--- src/verilog/sild_pkg.sv ---
// How it works
// [RULE1] rising serial clock edge captures serial_in into first shift stage
// [RULE2] each rising edge shifts toward serial_out; serial_out shows last stage
// [RULE3] falling serial clock edges leave shift register and serial_out alone
// [RULE4] latch_load high copies shift register into latch; low holds latch
// [RULE5] latch_load held high makes latch and outputs follow shift register
// [RULE6] output_blank high forces every parallel output low
// [RULE7] output_blank low: outputs show latch bits after settling delay
// [RULE8] controller keeps serial_in stable around each rising clock edge
// [RULE9] controller waits strobe setup time after last clock before loading
// [RULE10] controller should blank outputs while shifting new data in; the tests blank only the first shift of t_load
// [RULE11] serial_out can feed the serial_in of a following device in a chain
// [RULE12] sixteen parallel outputs, each with its own latch and shift stage
package sild_pkg;

  // ------------------------------------------------------------
  // sizes and reset values
  // ------------------------------------------------------------
  localparam int SILD_WIDTH = 16;
  localparam logic [SILD_WIDTH-1:0] SILD_RST_VEC = 16'h0000;

  // pins sampled from the controller
  typedef struct packed {
    logic serial_in;
    logic shift_clk;
    logic latch_load;
    logic output_blank;
  } sild_pins_s;

  // whole module state
  typedef struct packed {
    sild_pins_s sync1;
    sild_pins_s sync2;
    logic clk_prev;
    logic [SILD_WIDTH-1:0] shift;
    logic [SILD_WIDTH-1:0] latch;
    logic [SILD_WIDTH-1:0] outp;
    logic sout;
  } sild_state_s;

endpackage : sild_pkg

--- src/verilog/sild_driver.sv ---
`timescale 1ns/1ps
module sild_driver
  import sild_pkg::*;
(
  // system
  input wire logic mclk,
  input wire logic resetn,
  // controller pins
  input wire logic serial_in,
  input wire logic shift_clk,
  input wire logic latch_load,
  input wire logic output_blank,
  // outputs
  output logic serial_out,
  output logic [SILD_WIDTH-1:0] parallel_output
);

  sild_state_s st_reg;
  sild_state_s st_next;
  logic rise;
  logic [SILD_WIDTH-1:0] shift_new;

  // ------------------------------------------------------------
  // next state
  // ------------------------------------------------------------
  // pins cross two flops; edge detect only reads the second stage
  always_comb
  begin
    st_next = st_reg;
    st_next.sync1 = '{serial_in, shift_clk, latch_load, output_blank};
    st_next.sync2 = st_reg.sync1;
    st_next.clk_prev = st_reg.sync2.shift_clk;
    rise = st_reg.sync2.shift_clk & ~st_reg.clk_prev;
    shift_new = st_reg.shift;
    // falling edges fall through untouched
    if (rise) // [RULE3]
    begin
      shift_new = {st_reg.shift[SILD_WIDTH-2:0],
                   st_reg.sync2.serial_in}; // [RULE1] [RULE2]
    end
    st_next.shift = shift_new;
    // last stage drives the chain output [RULE11]
    st_next.sout = shift_new[SILD_WIDTH-1]; // [RULE2]
    // level-sensitive latch, transparent while load stays high
    if (st_reg.sync2.latch_load) // [RULE4] [RULE5]
    begin
      st_next.latch = shift_new;
    end
    // blank wins over latch content; one cycle settling
    if (st_reg.sync2.output_blank) // [RULE6]
    begin
      st_next.outp = '0;
    end
    else
    begin
      st_next.outp = st_next.latch; // [RULE7] [RULE12]
    end
  end

  // ------------------------------------------------------------
  // state register
  // ------------------------------------------------------------
  always_ff @(posedge mclk)
  begin
    if (!resetn)
    begin
      st_reg <= '0;
      st_reg.shift <= SILD_RST_VEC;
      st_reg.latch <= SILD_RST_VEC;
      st_reg.outp <= SILD_RST_VEC;
    end
    else
    begin
      st_reg <= st_next;
    end
  end

  assign serial_out = st_reg.sout;
  assign parallel_output = st_reg.outp;

  // ------------------------------------------------------------
  // checks
  // ------------------------------------------------------------
  property p_capture;
    @(posedge mclk) disable iff (!resetn)
    (st_reg.sync2.shift_clk && !st_reg.clk_prev)
      |=> st_reg.shift[0] == $past(st_reg.sync2.serial_in);
  endproperty
  a_capture: assert property (p_capture) // [RULE1]
    else $error("serial_in not captured on rising edge");

  property p_shift;
    @(posedge mclk) disable iff (!resetn)
    (st_reg.sync2.shift_clk && !st_reg.clk_prev)
      |=> st_reg.shift[SILD_WIDTH-1:1]
          == $past(st_reg.shift[SILD_WIDTH-2:0]);
  endproperty
  a_shift: assert property (p_shift) // [RULE2]
    else $error("shift register did not move one stage");

  property p_hold;
    @(posedge mclk) disable iff (!resetn)
    !(st_reg.sync2.shift_clk && !st_reg.clk_prev)
      |=> $stable(st_reg.shift);
  endproperty
  a_hold: assert property (p_hold) // [RULE3]
    else $error("shift register changed without rising edge");

  property p_sout;
    @(posedge mclk) disable iff (!resetn)
    ##1 serial_out == st_reg.shift[SILD_WIDTH-1];
  endproperty
  a_sout: assert property (p_sout) // [RULE11]
    else $error("serial_out differs from last stage");

  property p_latch_hold;
    @(posedge mclk) disable iff (!resetn)
    !st_reg.sync2.latch_load |=> $stable(st_reg.latch);
  endproperty
  a_latch_hold: assert property (p_latch_hold) // [RULE4]
    else $error("latch changed while load low");

  property p_transparent;
    @(posedge mclk) disable iff (!resetn)
    st_reg.sync2.latch_load |=> st_reg.latch == st_reg.shift;
  endproperty
  a_transparent: assert property (p_transparent) // [RULE5]
    else $error("latch not tracking shift register");

  property p_blank;
    @(posedge mclk) disable iff (!resetn)
    st_reg.sync2.output_blank |=> parallel_output == '0;
  endproperty
  a_blank: assert property (p_blank) // [RULE6]
    else $error("outputs not blanked");

  property p_show;
    @(posedge mclk) disable iff (!resetn)
    !st_reg.sync2.output_blank |=> parallel_output == st_reg.latch;
  endproperty
  a_show: assert property (p_show) // [RULE7]
    else $error("outputs do not show latch");

  // ------------------------------------------------------------
  // checks on synchroniser, edge detect, chain output, latch, blanking and reset
  // ------------------------------------------------------------
  // a broken sync stage would let metastable pin values reach logic
  property p_sync_stage;
    @(posedge mclk) disable iff (!resetn)
    1'b1 |=> st_reg.sync2 == $past(st_reg.sync1);
  endproperty
  a_sync_stage: assert property (p_sync_stage)
    else $error("second sync stage does not follow first");

  property p_clk_prev;
    @(posedge mclk) disable iff (!resetn)
    1'b1 |=> st_reg.clk_prev == $past(st_reg.sync2.shift_clk);
  endproperty
  a_clk_prev: assert property (p_clk_prev) // [RULE3]
    else $error("edge detector history is wrong");

  // a held-high serial clock must give exactly one shift
  property p_rise_once;
    @(posedge mclk) disable iff (!resetn)
    rise |=> !rise;
  endproperty
  a_rise_once: assert property (p_rise_once) // [RULE3]
    else $error("one clock rise seen twice");

  property p_sout_last;
    @(posedge mclk) disable iff (!resetn)
    rise |=> serial_out == $past(st_reg.shift[SILD_WIDTH-2]);
  endproperty
  a_sout_last: assert property (p_sout_last) // [RULE2]
    else $error("serial_out did not take the next-to-last stage");

  property p_sout_still;
    @(posedge mclk) disable iff (!resetn)
    !rise |=> $stable(serial_out);
  endproperty
  a_sout_still: assert property (p_sout_still) // [RULE3]
    else $error("serial_out moved without a rising edge");

  // load and shift in one cycle: latch takes the freshly shifted bit
  property p_latch_new;
    @(posedge mclk) disable iff (!resetn)
    (rise && st_reg.sync2.latch_load)
      |=> st_reg.latch[0] == $past(st_reg.sync2.serial_in);
  endproperty
  a_latch_new: assert property (p_latch_new) // [RULE4]
    else $error("latch missed bit shifted in same cycle");

  // blanking only gates the outputs, the latch must survive it
  property p_blank_keep;
    @(posedge mclk) disable iff (!resetn)
    (st_reg.sync2.output_blank && !st_reg.sync2.latch_load)
      |=> $stable(st_reg.latch);
  endproperty
  a_blank_keep: assert property (p_blank_keep) // [RULE6]
    else $error("blanking disturbed latch content");

  property p_unblank;
    @(posedge mclk) disable iff (!resetn)
    $fell(st_reg.sync2.output_blank) |=> parallel_output == st_reg.latch;
  endproperty
  a_unblank: assert property (p_unblank) // [RULE7]
    else $error("outputs did not return after blanking");

  property p_out_source;
    @(posedge mclk) disable iff (!resetn)
    1'b1 |=> (parallel_output == '0) || (parallel_output == st_reg.latch);
  endproperty
  a_out_source: assert property (p_out_source) // [RULE12]
    else $error("outputs neither blank nor latch");

  // reset must leave every pin low, no stale pattern on the loads
  property p_reset_clear;
    @(posedge mclk)
    !resetn |=> (parallel_output == '0) && (serial_out == 1'b0);
  endproperty
  a_reset_clear: assert property (p_reset_clear)
    else $error("outputs not cleared by reset");

  property p_latch_load_track;
    @(posedge mclk) disable iff (!resetn)
    st_reg.sync2.latch_load |=> st_reg.latch == $past(shift_new);
  endproperty
  a_latch_load_track: assert property (p_latch_load_track) // [RULE5]
    else $error("latch did not take shift register value");

endmodule : sild_driver

--- config.mk ---
export PLATFORM = sky130hd
export DESIGN_NAME = sild_driver
export DESIGN_NICKNAME = d
export VERILOG_FILES = /design/src/verilog/sild_pkg.sv /design/src/verilog/sild_driver.sv
export SDC_FILE = /design/constraint.sdc
export NUM_CORES = 1
export LEC_CHECK = 0
export ABC_AREA = 1
export CAP_MARGIN = 20
export CORE_ASPECT_RATIO = 1.75
export CORE_MARGIN = 4
export CORE_UTILIZATION = 60
export DETAILED_ROUTE_END_ITERATION = 6
export DONT_BUFFER_PORTS = 1
export PLACE_DENSITY = 0.76
export SLEW_MARGIN = 30
export SYNTH_ARGS = -nofsm -noshare
export SYNTH_HDL_FRONTEND = slang
export SYNTH_SLANG_ARGS = --single-unit
--- constraint.sdc ---
create_clock -name mclk -period 1.5 [get_ports mclk]
set_input_delay 0.375 -clock mclk [delete_from_list [all_inputs] [get_ports mclk]]
set_output_delay 0.375 -clock mclk [all_outputs]
set_load 0.1 [all_outputs]
==> flow_metrics.tcl <==
set metrics [dict create \
    slowest_stage "dfxtp_1" \
    drt_iter0_markers 51 \
    path_class "flop to output port" \
    syn_inst 236 \
    grt_max_degree 33 \
    yosysSeqAreaShare_pct 56.1 \
    area_delta_synth_final_pct 8.60 \
    cpLargestDelayFamily "flip-flops" \
    slew_headroom_pct 48.6 \
    largest_reg_flops 36 \
    antenna_found_initial 0 \
    dp_cells 271 \
    grt_remaining_overflow 0 \
    rsz0062_at_grt "false" \
    critPathMaxStageDelay_ns 0.34 \
    yosysWarningCount 0 \
    fin_tns_setup_ns 0 \
    cts_made_buffers 9 \
    mostFrequentLayoutCell "dfxtp_1" \
    hold_buffers 0 \
    cts.sinks 57 \
    irDropWorstVdd_uv 984 \
    first_global_vias 1397 \
    vias_per_cell 4.90 \
    cts.clk_slew.worst_paths_ns 0.06 \
    antenna_cells 0 \
    stdcell_area_sq_mm 0.00221 \
    ys_ff_latch 57 \
    cp_max_fo 2 \
    cts_max_level 3 \
    drtAntennaViolNets 0 \
    final-max-slew-violation-count 0 \
    crit_path_end_kind "output port" \
    firstDrtPassIters 4 \
    drv_cap 0 \
    place_area_sq_mm 0.00205 \
    cts_max_path_buffers 2 \
    whs_ns 0.149 \
    hold_viol_final 0 \
    core_area_sq_mm 0.00321 \
    netlist.area_leader.share_pct 56.1 \
    finalSetupViolCount 0 \
    vias 1397 \
    cts_resized 0 \
    clk_latency_ns 0.32 \
    port_buffers 0 \
    avgSynthCellArea_sq_um 8.63 \
    grt_pass1_wl_um 5730 \
    dieHeight_um 85.1 \
    worst_pin_slew_ns 0.771 \
    fin_cells 285 \
    cp.required_ns 1.12 \
    arrival_ns 0.96 \
    cts_tree "done" \
    fin_skew_ns 0.00316 \
    post-route-period-util_pct 89.1 \
    die_w_um 52.0 \
    drt_wl_total_um 3260 \
    setup.worst_path.start_class "flop" \
    synth_cell_types 17 \
    power_density_mw_per_mm2 1390 \
    syn_area_sq_mm 0.00204 \
    hold_path.class "input port to flop" \
    synth_nets 242 \
    drive_gt1_share_pct 25.2 \
    grt_use_total_pct 17.7 \
    cts_setup_buffers 0 \
    hpwl_um 2020 \
    final_cell_mix "dfxtp_1, nand2_1, nand3_1, nor2_1, buf_4" \
    initial_core_util_pct 63.4 \
    fin_crit_ns 1.34 \
    worstPathCellList "buf_4" \
    nNetsFinal 245 \
    cts-root-buf "clkbuf_8" \
    timing.critical_path.buf_inv 1 \
    yosys-top-cells-area "dfxtp_1, nand3_1, nand2_1" \
    timing.fmax_mhz 748 \
    synth_top_area_cell "dfxtp_1" \
    dieArea_sq_mm 0.00443 \
    p_leak_nw 0.981 \
    top_level_ports 23 \
    rows 27 \
    wl_per_cell_um 11.4 \
    gp_congestion 0.781 \
    status "complete, no violations" \
    drc 0 \
]
## power breakdown
part / leakage, nW / switching, mW / internal (mW)
registers: 0.464 / 0.0121 / 1.57
clock network: 0.0826 / 0.509 / 0.672
logic: 0.434 / 0.243 / 0.0788
total: 0.981 / 0.764 / 2.32
## cells in the mapped netlist
library cell   n
nand3_1       32
dfxtp_1       57
or2_1          1
inv_2          1
nand2_1       41
inv_1          9
or2_2         16
a21oi_1       16
inv_4          1
nand2_2        1
buf_1          1
buf_6          3
clkbuf_1       5
nor2_1        22
buf_4         17
buf_2          3
nor2_2        10
## final timing paths
path | start | to | slack [ns] | cells after the start
setup / recovery | st_reg[48]$_SDFF_PN0_ | serial_out | 0.16 | 1
hold / removal | resetn | st_next[53]$_SDFF_PN0_ | 0.15 | 2
setup reg to reg | st_reg[50]$_SDFF_PN0_ | parallel_output[15]$_SDFF_PP0_ | 0.32 | 2
hold reg to reg | st_next[52]$_SDFF_PN0_ | st_next[49]$_SDFF_PN0_ | 0.42 | 2
## logic make-up (layout without fill, tap and decap cells)
| family | count (synthesis) | in the layout | synth area share [%] |
|---|---|---|---|
| AOI/OAI and AO/OA | 16 | 16 | 3.93 |
| DFF | 57 | 57 | 56.1 |
| buffers and inverters | 40 | 46 | 11.9 |
| and+or+nand+nor | 123 | 123 | 28.1 |
## through the flow
stage | worst slack (ns) | utilization [%] | power [mW]
after floorplan | 0.139 | - | 1.92
after global placement | 0.235 | 63.8 | 1.93
after detailed placement | 0.184 | 63.8 | 1.93
after CTS | 0.146 | 68.9 | 3.12
after global routing | 0.128 | 68.9 | 3.21
final | 0.163 | 68.9 | 3.08
## final cells by class
cell class / instances / area (sq um)
sequential: 57 / 1140
fill: 273 / 998
multi-input combinational: 139 / 652
clock buffer: 14 / 163
timing repair buffer: 21 / 158
tap: 43 / 53.8
inverter: 11 / 43.8
## metal layers
| metal | share of wire, % | global-route usage, % | vias to the layer above | wire [um] |
|---|---|---|---|---|
| li1 | - | - | 735 | - |
| met1 | 43 | 17.2 | 627 | 1410 |
| met2 | 50 | 29.1 | 27 | 1620 |
| met3 | 4.7 | 6.50 | 8 | 153 |
| met4 | 2.4 | 13.4 | 0 | 77 |
| met5 | 0 | 0 | - | 0 |
Note: power is estimated with default switching activity, not from simulation.
